### src/vmc_defs.vh
// Constants for the voltage memory controller.
// Summary of operation
// RULE_01: The measurement front end delivers fresh RMS currents and voltages every 5 ms period.
// RULE_02: Monitored voltages are channels 1 to 3 in three-phase modes and channels 1 and 2 in two-line mode.
// RULE_03: When enabled, voltage-low is raised only while every monitored voltage is below the threshold.
// RULE_04: With the current condition selected, at least one phase current must exceed the pick-up.
// RULE_05: Each memory activation is limited by a definite-time timer of 0.02 to 50.00 s.
// RULE_06: After the timer expires the directional functions are told to fall back to non-directional.
// RULE_07: With fixed tracking, sampling uses the nominal 50 Hz or 60 Hz, frequency protection excepted.
// RULE_08: Forced current tracking with voltages gone takes frequency from reference 3, phase C current.
// RULE_09: ON and OFF events are raised for enable, voltage low, current high, tracking, memory, block.
// RULE_10: A selection stores only ON events, only OFF events, or both.
// RULE_11: While memory is active the reference has threshold amplitude and the held angle.
// RULE_12: The block input is sampled at each program cycle start and prevents or ends memory use.
// RULE_13: The angle refreshes while memory is idle, freezes at activation, and memory ends on recovery.
// RULE_14: Reset or disabling clears all status outputs and the active-time timer.
`ifndef VMC_DEFS_VH
`define VMC_DEFS_VH
`define VMC_ADR_CTRL      4'h0
`define VMC_ADR_VTHR      4'h1
`define VMC_ADR_ITHR      4'h2
`define VMC_ADR_HOLD      4'h3
`define VMC_ADR_STATUS    4'h4
`define VMC_ADR_IRQ_STAT  4'h5
`define VMC_ADR_IRQ_MASK  4'h6
`define VMC_ADR_ANGLE     4'h7
`define VMC_CTRL_EN       0
`define VMC_CTRL_ICOND    1
`define VMC_CTRL_FORCECT  2
`define VMC_CTRL_FIXED    3
`define VMC_CTRL_F60      4
`define VMC_CTRL_MODE_LO  5
`define VMC_CTRL_EVSEL_LO 8
`define VMC_MODE_THREE_PN 2'h0
`define VMC_MODE_THREE_LN 2'h1
`define VMC_MODE_TWO_LINE 2'h2
`define VMC_MODE_TWO_RES  2'h3
`define VMC_EVSEL_ON      2'h1
`define VMC_EVSEL_OFF     2'h2
`define VMC_CTRL_RST      32'h0000_0300
`define VMC_VTHR_RST      16'h0014
`define VMC_ITHR_RST      16'h0064
`define VMC_HOLD_RST      16'h0032
`define VMC_FREQ_VOLT     2'h0
`define VMC_FREQ_FIXED    2'h1
`define VMC_FREQ_CT3      2'h2
`define VMC_CLK_MHZ       100
`define VMC_HOLD_UNIT_MS  10
`define VMC_HOLD_UNIT_CYC (`VMC_HOLD_UNIT_MS * 1000 * `VMC_CLK_MHZ)
`endif

### src/vmc_ctrl.v
// Voltage memory controller with Avalon-MM register slave.
//
// Design decisions made here: register access over Avalon-MM and the address map.
`timescale 1ns/10ps
`include "vmc_defs.vh"
module vmc_ctrl #(
    parameter DW       = 16,
    parameter UNIT_CYC = `VMC_HOLD_UNIT_CYC
) (
    // Clock and reset.
    input  wire          clock,
    input  wire          sys_rst,
    // Avalon-MM slave.
    input  wire [3:0]    address,
    input  wire          read,
    input  wire          write,
    input  wire [31:0]   writedata,
    output reg  [31:0]   readdata,
    output wire          waitrequest,
    output wire          irq,
    // Measurement front end.
    input  wire          meas_valid,
    input  wire [DW-1:0] phase_a_current_rms,
    input  wire [DW-1:0] phase_b_current_rms,
    input  wire [DW-1:0] phase_c_current_rms,
    input  wire [DW-1:0] voltage_ch1_rms,
    input  wire [DW-1:0] voltage_ch2_rms,
    input  wire [DW-1:0] voltage_ch3_rms,
    input  wire [DW-1:0] voltage_ch4_rms,
    input  wire [DW-1:0] voltage_angle,
    // Blocking pin.
    input  wire          hold_block_pin,
    // Outputs to directional and distance functions, and frequency choice for sampling.
    output reg           mem_on,
    output reg  [DW-1:0] ref_amplitude,
    output reg  [DW-1:0] ref_angle,
    output reg           nondir_fallback,
    output reg  [1:0]    freq_source,
    output reg           nominal_60hz,
    // Event strobes.
    output reg  [5:0]    event_on,
    output reg  [5:0]    event_off
);
    localparam ST_IDLE    = 2'h0;
    localparam ST_ACTIVE  = 2'h1;
    localparam ST_EXPIRED = 2'h2;

    reg  [31:0]   ctrl_reg;
    reg  [DW-1:0] vthr_reg;
    reg  [DW-1:0] ithr_reg;
    reg  [15:0]   hold_reg;
    reg  [5:0]    irq_stat_reg;
    reg  [5:0]    irq_mask_reg;
    reg           ack_reg;
    reg  [1:0]    st_reg;
    reg  [1:0]    st_next;
    reg           vlow_reg;
    reg           chigh_reg;
    reg           blocked_reg;
    reg           blk_s1_reg;
    reg           blk_s2_reg;
    reg  [31:0]   tick_reg;
    reg  [15:0]   units_reg;
    reg  [5:0]    prev_reg;
    reg  [31:0]   rd_next;

    wire          en       = ctrl_reg[`VMC_CTRL_EN];
    wire [1:0]    mode     = ctrl_reg[`VMC_CTRL_MODE_LO +: 2];
    wire [1:0]    evsel    = ctrl_reg[`VMC_CTRL_EVSEL_LO +: 2];
    wire          two_line = (mode == `VMC_MODE_TWO_LINE);
    wire          v_low_now;
    wire          i_high_now;
    wire          expired  = (units_reg >= hold_reg);
    wire          ftrack;
    wire [5:0]    status;
    wire [5:0]    rise;
    wire [5:0]    fall;
    wire [5:0]    ev_on_sel;
    wire [5:0]    ev_off_sel;

    // Residual mode expects the front end to deliver computed phase-to-neutral values on 1..3.
    assign v_low_now = (voltage_ch1_rms < vthr_reg) && (voltage_ch2_rms < vthr_reg) &&
                       (two_line || (voltage_ch3_rms < vthr_reg)); // [RULE_02] [RULE_03]
    assign i_high_now = (phase_a_current_rms > ithr_reg) || (phase_b_current_rms > ithr_reg) ||
                        (phase_c_current_rms > ithr_reg);
    assign ftrack = en && ctrl_reg[`VMC_CTRL_FORCECT] && vlow_reg; // [RULE_08]
    assign status = {blocked_reg, mem_on, ftrack, chigh_reg, vlow_reg, en};
    assign rise   = status & ~prev_reg;
    assign fall   = ~status & prev_reg;
    assign ev_on_sel  = (evsel != `VMC_EVSEL_OFF) ? rise : 6'h00; // [RULE_10]
    assign ev_off_sel = (evsel != `VMC_EVSEL_ON) ? fall : 6'h00; // [RULE_10]
    assign waitrequest = (read || write) && !ack_reg;
    assign irq = |(irq_stat_reg & irq_mask_reg);

    // Two flip-flops guard the blocking pin against metastability.
    always @(posedge clock or posedge sys_rst) begin
        if (sys_rst) begin
            blk_s1_reg <= 1'b0;
            blk_s2_reg <= 1'b0;
        end else begin
            blk_s1_reg <= hold_block_pin;
            blk_s2_reg <= blk_s1_reg;
        end
    end

    // Conditions are evaluated once per program cycle, marked by each fresh measurement set.
    always @(posedge clock or posedge sys_rst) begin
        if (sys_rst) begin
            vlow_reg    <= 1'b0;
            chigh_reg   <= 1'b0;
            blocked_reg <= 1'b0;
        end else if (!en) begin
            vlow_reg    <= 1'b0; // [RULE_14]
            chigh_reg   <= 1'b0;
            blocked_reg <= 1'b0;
        end else if (meas_valid) begin // [RULE_01]
            vlow_reg    <= v_low_now;
            chigh_reg   <= i_high_now;
            blocked_reg <= blk_s2_reg; // [RULE_12]
        end
    end

    always @* begin
        st_next = st_reg;
        case (st_reg)
            ST_IDLE: begin
                if (meas_valid && v_low_now && !blk_s2_reg &&
                    (!ctrl_reg[`VMC_CTRL_ICOND] || i_high_now)) begin // [RULE_03] [RULE_04]
                    st_next = ST_ACTIVE;
                end
            end
            ST_ACTIVE: begin
                if (meas_valid && (blk_s2_reg || !v_low_now)) begin // [RULE_12] [RULE_13]
                    st_next = ST_IDLE;
                end else if (expired) begin
                    st_next = ST_EXPIRED; // [RULE_05]
                end
            end
            ST_EXPIRED: begin
                if (meas_valid && !v_low_now) begin
                    st_next = ST_IDLE;
                end
            end
            default: st_next = ST_IDLE;
        endcase
        if (!en) begin
            st_next = ST_IDLE; // [RULE_14]
        end
    end

    // The hold timer counts 10 ms units; it is cleared whenever memory is not in use.
    always @(posedge clock or posedge sys_rst) begin
        if (sys_rst) begin
            st_reg    <= ST_IDLE;
            tick_reg  <= 32'h0000_0000;
            units_reg <= 16'h0000;
        end else begin
            st_reg <= st_next;
            if (st_next != ST_ACTIVE) begin
                tick_reg  <= 32'h0000_0000; // [RULE_14]
                units_reg <= 16'h0000;
            end else if (tick_reg == UNIT_CYC - 1) begin
                tick_reg  <= 32'h0000_0000;
                units_reg <= units_reg + 16'h0001; // [RULE_05]
            end else begin
                tick_reg  <= tick_reg + 32'h0000_0001;
            end
        end
    end

    // Memory outputs follow the state, frequency outputs the control bits and voltage-low; the angle is frozen while active or expired, and refreshes only in idle.
    always @(posedge clock or posedge sys_rst) begin
        if (sys_rst) begin
            mem_on          <= 1'b0;
            ref_amplitude   <= {DW{1'b0}};
            ref_angle       <= {DW{1'b0}};
            nondir_fallback <= 1'b0;
            freq_source     <= `VMC_FREQ_VOLT;
            nominal_60hz    <= 1'b0;
        end else begin
            mem_on          <= (st_next == ST_ACTIVE); // [RULE_11]
            ref_amplitude   <= (st_next == ST_ACTIVE) ? vthr_reg : {DW{1'b0}}; // [RULE_11]
            nondir_fallback <= (st_next == ST_EXPIRED); // [RULE_06]
            if (st_reg == ST_IDLE && st_next == ST_IDLE && meas_valid) begin
                ref_angle <= voltage_angle; // [RULE_13]
            end
            if (ftrack) begin
                freq_source <= `VMC_FREQ_CT3; // [RULE_08]
            end else if (ctrl_reg[`VMC_CTRL_FIXED]) begin
                freq_source <= `VMC_FREQ_FIXED; // [RULE_07]
            end else begin
                freq_source <= `VMC_FREQ_VOLT;
            end
            nominal_60hz <= ctrl_reg[`VMC_CTRL_F60]; // [RULE_07]
        end
    end

    // Status edges become event strobes and sticky interrupt bits.
    always @(posedge clock or posedge sys_rst) begin
        if (sys_rst) begin
            prev_reg  <= 6'h00;
            event_on  <= 6'h00;
            event_off <= 6'h00;
        end else begin
            prev_reg  <= status;
            event_on  <= ev_on_sel; // [RULE_09]
            event_off <= ev_off_sel; // [RULE_09]
        end
    end

    always @* begin
        case (address)
            `VMC_ADR_CTRL:     rd_next = ctrl_reg;
            `VMC_ADR_VTHR:     rd_next = {{(32-DW){1'b0}}, vthr_reg};
            `VMC_ADR_ITHR:     rd_next = {{(32-DW){1'b0}}, ithr_reg};
            `VMC_ADR_HOLD:     rd_next = {16'h0000, hold_reg};
            `VMC_ADR_STATUS:   rd_next = {25'h0, nondir_fallback, status};
            `VMC_ADR_IRQ_STAT: rd_next = {26'h0, irq_stat_reg};
            `VMC_ADR_IRQ_MASK: rd_next = {26'h0, irq_mask_reg};
            `VMC_ADR_ANGLE:    rd_next = {{(32-DW){1'b0}}, ref_angle};
            default:           rd_next = 32'h0000_0000;
        endcase
    end

    // Every access takes two cycles: waitrequest is low in the second one.
    always @(posedge clock or posedge sys_rst) begin
        if (sys_rst) begin
            ack_reg      <= 1'b0;
            readdata     <= 32'h0000_0000;
            ctrl_reg     <= `VMC_CTRL_RST;
            vthr_reg     <= `VMC_VTHR_RST;
            ithr_reg     <= `VMC_ITHR_RST;
            hold_reg     <= `VMC_HOLD_RST;
            irq_mask_reg <= 6'h00;
            irq_stat_reg <= 6'h00;
        end else begin
            ack_reg <= (read || write) && !ack_reg;
            if (read && !ack_reg) begin
                readdata <= rd_next;
            end
            if (write && ack_reg) begin
                case (address)
                    `VMC_ADR_CTRL:     ctrl_reg <= writedata;
                    `VMC_ADR_VTHR:     vthr_reg <= writedata[DW-1:0];
                    `VMC_ADR_ITHR:     ithr_reg <= writedata[DW-1:0];
                    `VMC_ADR_HOLD:     hold_reg <= writedata[15:0];
                    `VMC_ADR_IRQ_MASK: irq_mask_reg <= writedata[5:0];
                    default:           ;
                endcase
            end
            // Only the bits the read reported are cleared, so an event in either cycle survives.
            if (read && ack_reg && address == `VMC_ADR_IRQ_STAT) begin
                irq_stat_reg <= (irq_stat_reg & ~readdata[5:0]) | ev_on_sel | ev_off_sel;
            end else begin
                irq_stat_reg <= irq_stat_reg | ev_on_sel | ev_off_sel;
            end
        end
    end
endmodule // vmc_ctrl

### config.mk
export PLATFORM = sky130hd
export DESIGN_NAME = vmc_ctrl
export DESIGN_NICKNAME = d
export VERILOG_FILES = /design/src/vmc_ctrl.v
export VERILOG_INCLUDE_DIRS = /design/src
export SDC_FILE = /design/constraint.sdc
export NUM_CORES = 1
export LEC_CHECK = 0
export ABC_CLOCK_PERIOD_IN_PS = 15300
export BUFFER_PORTS_ARGS = -buffer_cell sky130_fd_sc_hd__buf_4
export CAP_MARGIN = 20
export CORE_MARGIN = 3
export CORE_UTILIZATION = 60
export CTS_BUF_LIST = sky130_fd_sc_hd__clkbuf_2
export DETAILED_ROUTE_END_ITERATION = 12
export PLACE_DENSITY = 0.92
export SLEW_MARGIN = 25
export SYNTH_ARGS = -nofsm -noshare
export SYNTH_HDL_FRONTEND = slang
export SYNTH_SLANG_ARGS = --single-unit
### constraint.sdc
create_clock -name clock -period 15.3 [get_ports clock]
set_input_delay 2.295 -clock clock [delete_from_list [all_inputs] [get_ports clock]]
set_output_delay 2.295 -clock clock [all_outputs]
set_load 0.01 [all_outputs]
**Word level (Yosys, flattened, before mapping)**

Cells that the tools add are included.

- Word-level logic and storage cells: 121
- Output and inout bits: 83
- Bits in registers: 235
- Input bits: 170

- Bitwise logic cells: 11
- $lt $le $gt $ge: 7
- Equality and inequality tests: 17
- Reductions and logical operators: 36
- $add $sub $neg: 2
- Mux-type cells: 23

Operators by type and width:

| cell | count |
|---|---|
| $pmux W32 S8 | 1 |
| $mux W32 | 2 |
| $gt A16 B16 Y1 | 3 |
| $lt A16 B16 Y1 | 3 |
| $mux W16 | 3 |
| $add A32 B1 Y32 const B | 1 |
| $eq A32 B20 Y1 const B | 1 |
| $and A6 B6 Y6 | 4 |
| $or A6 B6 Y6 | 4 |
| $mux W6 | 3 |
| $not A6 Y6 | 3 |
| $add A16 B1 Y16 const B | 1 |
| $eq A4 B3 Y1 const B | 4 |
| $ge A16 B16 Y1 | 1 |
| $logic_and A1 B1 Y1 | 16 |
| $mux W2 | 6 |
| $reduce_and A2 Y1 | 5 |
| $eq A4 B2 Y1 const B | 2 |
| $mux W1 | 7 |
| $eq A2 B2 Y1 const B | 3 |
| $logic_or A1 B1 Y1 | 6 |
| $pmux W2 S3 | 1 |
| $reduce_or A6 Y1 | 1 |
| $eq A2 B1 Y1 const B | 2 |
| other kinds (7) | 13 |

**Longest topological paths before layout**

Gate-level depths: netlist of run 1.

- Depth in word-level cells: 12
- Depth in mapped cells: 12
- Gate-level depth less buffers: 10

**Worst setup path before layout of run 1**

OpenSTA, ideal clock, no wires.

- Path kind: input-to-output
- From: input port read
- To: output port waitrequest
- Stages: 2
- Data arrival time: 2.504 ns
- Setup slack: 10.501 ns
- Cells stage by stage: nor2_1 nor2_1

- Longest elaborated chain between the ends: 2

Ends and longest elaborated chain:

| item | line | RTL |
|---|---|---|
| start: declaration | vmc_ctrl.v:15 | `input wire read,` |
| $logic_or A1 B1 Y1 | vmc_ctrl.v:92 | `assign waitrequest = (read \|\| write) && !ack_reg;` |
| $logic_and A1 B1 Y1 | vmc_ctrl.v:92 |  |
| end: declaration | vmc_ctrl.v:19 | `output wire waitrequest,` |

Every way passes these cells.

**Worst setup path in the final report of run 1**

Same ends and word-level chain as after synthesis.

==> results of run 1 <==
-- metal layers --
layer | vias up | routed length (µm) | part of all wire
met4 | 0 | 1190 | 0.034
met1 | 5120 | 13500 | 0.39
li1 | 4796 | - | -
met3 | 115 | 3450 | 0.098
met2 | 619 | 16900 | 0.48
met5 | - | 0 | 0
-- worst min path at each step --
stage / startpoint / cells after the start / endpoint / slack, ns
floorplan: blk_s1_reg / 0 / blk_s2_reg / 0.33
global placement: blk_s1_reg / 0 / blk_s2_reg / 0.41
detailed placement: blk_s1_reg / 0 / blk_s2_reg / 0.42
CTS: blk_s1_reg / 0 / blk_s2_reg / 0.43
global route: blk_s1_reg / 0 / blk_s2_reg / 0.44
finish: blk_s1_reg / 0 / blk_s2_reg / 0.41
-- logic make-up after synthesis --
kind of cell / count (synthesis) / synth area share
multiplexers: 77 / 0.0689
AO/OA/AOI/OAI: 222 / 0.114
XOR/XNOR: 45 / 0.0314
AND/OR/NAND/NOR: 374 / 0.170
adder cells (fa/ha/maj): 111 / 0.111
flip-flops: 234 / 0.467
buffers and inverters: 112 / 0.0376
-- power by group through the flow --
stage,clock network [mW],registers [mW],logic [mW]
after floorplan,0,0.819,0.344
after global placement,0,0.825,0.547
after detailed placement,0,0.834,0.577
after CTS,0.435,0.822,0.580
after global routing,0.464,0.834,0.643
final,0.424,0.825,0.584
-- through the flow --
stage | hold slack (ns) | setup WS [ns] | area, µm²
floorplan | 0.331 | 6.60 | 12600
global placement | 0.406 | 9.67 | 14500
detailed placement | 0.416 | 9.54 | 14500
CTS | 0.427 | 10.28 | 15100
global route | 0.437 | 10.22 | 15100
finish | 0.414 | 10.28 | 15100
-- worst reg2reg max path, stage by stage (launching register included) --
cell	delay, ns
dfstp_2	0.57
inv_1	0.16
ha_1	0.26
a2111oi_0	0.42
o31ai_1	0.19
nor4_1	0.46
nand4bb_1	0.28
a211o_1	0.36
o31a_2	0.21
buf_4	0.40
nor4_2	0.43
-- cell usage in the layout, fill, tap and decap left out, types with 23 or more instances in the layout --
cell type	n
buf_4	244
dfrtp_1	224
nand2_1	116
ha_1	111
clkbuf_2	87
o21ai_0	79
inv_1	61
mux2_2	46
nor3_2	42
a21oi_1	39
nand3_1	37
nor2_1	35
nor3_1	34
xor2_1	28
nand4_1	23
-- layout make-up --
class	instances	area, µm²	area share
sequential	234	5870	0.389
clock inverter	20	110	0.00730
timing repair buffer	244	1830	0.121
inverter	62	240	0.0159
tap	270	338	0.0224
clock buffer	87	435	0.0289
multi-input combinational	829	6270	0.415
==> impl_metrics.tcl, run 1 <==
set metrics [dict create \
    fp.coreArea_um2 20400 \
    start_util 0.615 \
    cp-endpoint "waitrequest" \
    clk_latency_ns 0.85 \
    slowest_delay_ns 0.15 \
    postCtsSetupRepairBufs 0 \
    p_switching_mw 0.684 \
    portBuffers 236 \
    internal-power_mw 1.15 \
    fin_crit_sh 0.328 \
    r2r_slack_ns 11.41 \
    grt_max_degree 96 \
    drt-wirelength-per-cell_um 20.1 \
    maxSlewHeadroom 0.290 \
    gp_congestion 0.945 \
    peakVddDrop_uv 70.1 \
    diodes 0 \
    synth_area_um2 12600 \
    clk_pin_slew_ns 0.10 \
    cts_tree "built" \
    grt_setup_unrepaired "false" \
    postCtsHoldBufs 0 \
    start_kind "primary input" \
    fin_crit_ns 5.02 \
    drive_gt1_frac 0.308 \
    yosysMostFrequentCell "dfrtp_1" \
    final_hold_viol_count 0 \
    gr-usage-met2 0.522 \
    rows 52 \
    total_power_mw 1.83 \
    synthTopCellsByArea "dfrtp_1 45%, ha_1 11%, mux2_2 4.1%" \
    arrival_ns 2.72 \
    leakagePower_nw 7.20 \
    drc 0 \
    pwr-share-comb 0.319 \
    rr_endpoint "tick_reg[16]" \
    worstHoldPathType "reg -> reg" \
    clkPwrFrac 0.231 \
    dp.cells 1639 \
    cts_resized 0 \
    final-setup-viol-count 0 \
    clock_path_buffers 3 \
    crit_path_start "read" \
    path_depth 4 \
    syn_area_per_cell_um2 10.7 \
    htreeDepth 2 \
    path_max_fanout 3 \
    ant_nets 0 \
    crit_family "buffers and inverters" \
    synth_top_cell_area_share 0.446 \
    synth_async_sr_flop_share 1.00 \
    die_width_um 151 \
    synth-edff-count 0 \
    fp.dieArea_um2 22700 \
    cp_slowest_cell "buf_4" \
    cts_buffers 58 \
    cts_sinks 234 \
    timing.rr.start "vthr_reg[2]" \
    ys_seq_area_frac 0.467 \
    cp.required_ns 13.01 \
    routed_wl_um 35100 \
    synth_cell_types 59 \
    dpl.hpwl_um 26200 \
    grt_use_met3 0.0674 \
    yosys_warnings 0 \
    drt_first_iter_violations 907 \
    grt_usage 0.308 \
    power.share.sequential 0.450 \
    swShare 0.373 \
    synth_top_area_cell "dfrtp_1" \
    grt_util_met1 0.392 \
    grt_pass1_wl_um 55100 \
    grt_overflow 0 \
    final_util 0.739 \
    tightest_slew_ns 1.07 \
    synthTopCellsByCount "224 x dfrtp_1, 116 x nand2_1, 111 x ha_1" \
    slew_viol_final 0 \
    synth_ff_type "dfrtp_1" \
    fmax_mhz 199 \
    crit_buf_inv 2 \
    worstSetupEndpointType "output port" \
    via_per_inst 6.10 \
    ff2ff_path_depth 10 \
    io_pins 253 \
    p_per_area_nw_per_um2 121 \
    fillCellCount 1423 \
    final_cells 1746 \
    path_class "in -> out" \
    dr.pass1.iters 7 \
    grt_pass1_vias 10700 \
    ys_ff_latch 234 \
    area_growth_pct 20.1 \
    clockRootBuffer "clkbuf_2" \
    final_nets 1710 \
    fin_setup_tns_ns 0 \
    crit_chain "buf_4 -> nor2_1 -> nor2_1 -> buf_4" \
    antenna_found_initial 0 \
    grt.busiest_layer "met2" \
    skew_ns 0.0620 \
    die_h_um 151 \
    maxCapViolations 0 \
    synthesis.nets 1456 \
    synthCells 1175 \
    status "completed" \
    vias 10700 \
]
Power figures use the tool's default switching activity.
==> inputs of run 2 (changes only) <==
ABC_AREA = 1   (was not set)
ABC_CLOCK_PERIOD_IN_PS = 4100   (was 15300)
CORE_UTILIZATION = 52   (was 60)
PLACE_DENSITY = 0.85   (was 0.92)
clock period = 4.1 ns   (was 15.3 ns; I/O delays follow)
==> run 2 against run 1 <==
Against the previous run:
- critical endpoint is now ref_angle[0]
- register-to-register slack got worse by 11 ns
- non-clock buffer count increased by 39
- routed wire length increased by 7.9%
- design area increased by 4.6%
- sequential share of layout area decreased by 1.7 points
- via count increased by 10%
- combinational power increased to 2.6 times the previous value
- total power increased to 3.2 times the previous value
- sequential cell count unchanged
- clock skew increased by 0.073 ns
- core utilization decreased by 7.6 points
==> impl_metrics.tcl, run 2 <==
set metrics [dict create \
    path_depth 15 \
    dr.pass1.iters 6 \
    path_class "reg -> reg" \
    die_width_um 163 \
    fp.coreArea_um2 23800 \
    crit_chain "inv_1 -> ha_1 -> a21oi_1 -> nor2_1 -> nor3_1 -> nand2_1 -> nand2_1 -> nand2_1 -> nor2_1 -> nand3_1 -> a21oi_1 -> nand2_4 -> nand2_2 -> nand2_1 -> nand2_1" \
    leakagePower_nw 8.19 \
    drive_gt1_frac 0.236 \
    crit_top_cell "nand2_1" \
    synth_area_um2 12800 \
    cp-endpoint "ref_angle[0]" \
    clock_path_buffers 3 \
    vias 11700 \
    synthTopCellsByCount "347 x nand2_1, 224 x dfrtp_1, 178 x inv_1" \
    cp_slowest_cell "nand2_2" \
    grt_pass1_wl_um 59200 \
    worstSetupEndpointType "flip-flop" \
    fillCellCount 1857 \
    fin_setup_tns_ns 0 \
    multi_input_area_um2 6060 \
    drc 0 \
    fp.dieArea_um2 26500 \
    clk_latency_ns 0.91 \
    maxCapViolations 0 \
    grt_overflow 0 \
    start_kind "flip-flop" \
    yosys_warnings 0 \
    routed_wl_um 37900 \
    cts_sinks 234 \
    io_pins 253 \
    portBuffers 236 \
    rr_endpoint "ref_angle[0]" \
    grt_usage 0.279 \
    syn_area_per_cell_um2 8.70 \
    p_per_area_nw_per_um2 370 \
    synth_top_cell_area_share 0.438 \
    ant_nets 0 \
    slowest_delay_ns 0.45 \
    layout_commonest_cell "nand2_1" \
    design_area_um2 15800 \
    synthTopCellsByArea "dfrtp_1 44%, ha_1 11%, nand2_1 10%" \
    ff2ff_path_depth 15 \
    fin_crit_ns 3.34 \
    cts_buffers 59 \
    synth_top_area_cell "dfrtp_1" \
    place_area_um2 14900 \
    rows 56 \
    seqCellArea_um2 5870 \
    gp_congestion 0.937 \
    fmax_mhz 300 \
    peakVddDrop_uv 182 \
    final-setup-viol-count 0 \
    min_delay_path_depth 3 \
    grt_max_degree 63 \
    ys_ff_latch 234 \
    crit_buf_inv 1 \
    cp.required_ns 4.84 \
    synth_ff_type "dfrtp_1" \
    dpl.hpwl_um 27800 \
    synth_async_sr_flop_share 1.00 \
    synth-edff-count 0 \
    die_h_um 163 \
    clk_pin_slew_ns 0.13 \
    arrival_ns 4.07 \
    final_nets 2055 \
    final_hold_viol_count 0 \
    tightest_slew_ns 0.916 \
    grt_pass1_vias 11800 \
    start_util 0.537 \
    crit_path_start "vthr_reg[5]" \
    antenna_found_initial 2 \
    ys_seq_area_frac 0.459 \
    htreeDepth 2 \
    crit_family "simple AND/OR/NAND/NOR gates" \
    r2r_slack_ns 0.76 \
    area_growth_pct 23.5 \
    drt-wirelength-per-cell_um 17.7 \
    fin_crit_sh 0.813 \
    drt_first_iter_violations 1154 \
    grt_setup_unrepaired "false" \
    final_cell_mix "346 x nand2_1, 244 x buf_4, 224 x dfrtp_1" \
    skew_ns 0.135 \
    clockRootBuffer "clkbuf_2" \
    slew_viol_final 0 \
    synthCells 1470 \
    via_per_inst 5.49 \
    yosysMostFrequentCell "nand2_1" \
    timing.rr.start "vthr_reg[5]" \
    synth_cell_types 51 \
    synthesis.nets 1751 \
    maxSlewHeadroom 0.388 \
    worstHoldPathType "in -> reg" \
    cts_tree "built" \
    path_max_fanout 34 \
    status "completed" \
]
[run 2: logic make-up after synthesis]
| logic type | Yosys count | share of synthesized area |
|---|---|---|
| flip-flops | 234 | 0.459 |
| buffers and inverters | 223 | 0.0687 |
| AO/OA/AOI/OAI | 224 | 0.0988 |
| AND/OR/NAND/NOR | 632 | 0.230 |
| multiplexers | 16 | 0.0141 |
| adder cells (fa/ha/maj) | 111 | 0.109 |
| XOR/XNOR | 30 | 0.0206 |
[run 2: repair_timing]
item                                    in CTS  in global routing
endpoints found under the hold margin       62                  1
endpoints found under the setup margin       0                  0
hold buffers                                36                  1
buffers inserted                             0                  0
gates resized for setup                      0                  0
[run 2: per-layer routing]
metal	vias up	GRT usage	wire length [µm]	part of all wire
met2	585	0.484	18700	0.49
met1	5562	0.341	14500	0.38
met5	-	0	0	0
met3	114	0.0554	3140	0.083
met4	0	0.118	1540	0.041
li1	5480	-	-	-
[run 2: through the flow]
stage / worst slack, ns / util / hold WS (ns) / total power [mW] / std cells
final: 0.765 / 0.663 / 0.0695 / 5.84 / 2140
after global placement: 0.876 / 0.625 / 0.389 / 4.18 / 1995
after detailed placement: 0.778 / 0.625 / 0.389 / 4.27 / 1995
after global routing: 0.573 / 0.663 / 0.000566 / 6.22 / 2140
after floorplan: 0.429 / - / 0.331 / 3.65 / 1470
after CTS: 0.889 / 0.662 / 0.00214 / 5.84 / 2137
[run 2: how the worst min path moves through the flow]
stage	start	end	slack (ns)
after floorplan	blk_s1_reg	blk_s2_reg	0.33
after global placement	blk_s1_reg	blk_s2_reg	0.39
after detailed placement	blk_s1_reg	blk_s2_reg	0.39
after CTS	voltage_angle[0]	ref_angle[0]	0.002
after global routing	writedata[0]	hold_reg[0]	0.0006
final	writedata[2]	vthr_reg[2]	0.07
[run 2: worst min-delay path, delay by kind of cell]
family	cells	cell delay, ns
buffers and inverters	2	0.25
AO/OA/AOI/OAI	1	0.12
[run 2: cell type report]
type / instances / area share
multi-input cells: 1013 / 0.384
flip-flops and latches: 234 / 0.372
diodes: 2 / 0.000317
inverters: 183 / 0.0437
clock buffers: 85 / 0.0269
repair buffers: 283 / 0.142
clock inverters: 21 / 0.00618
well taps: 319 / 0.0253
[run 2: power breakdown]
part | internal [mW] | leakage, nW | switching (mW)
Combinational | 0.622 | 4.70 | 0.909
Clock | 0.570 | 0.400 | 0.977
Sequential | 2.58 | 3.08 | 0.187
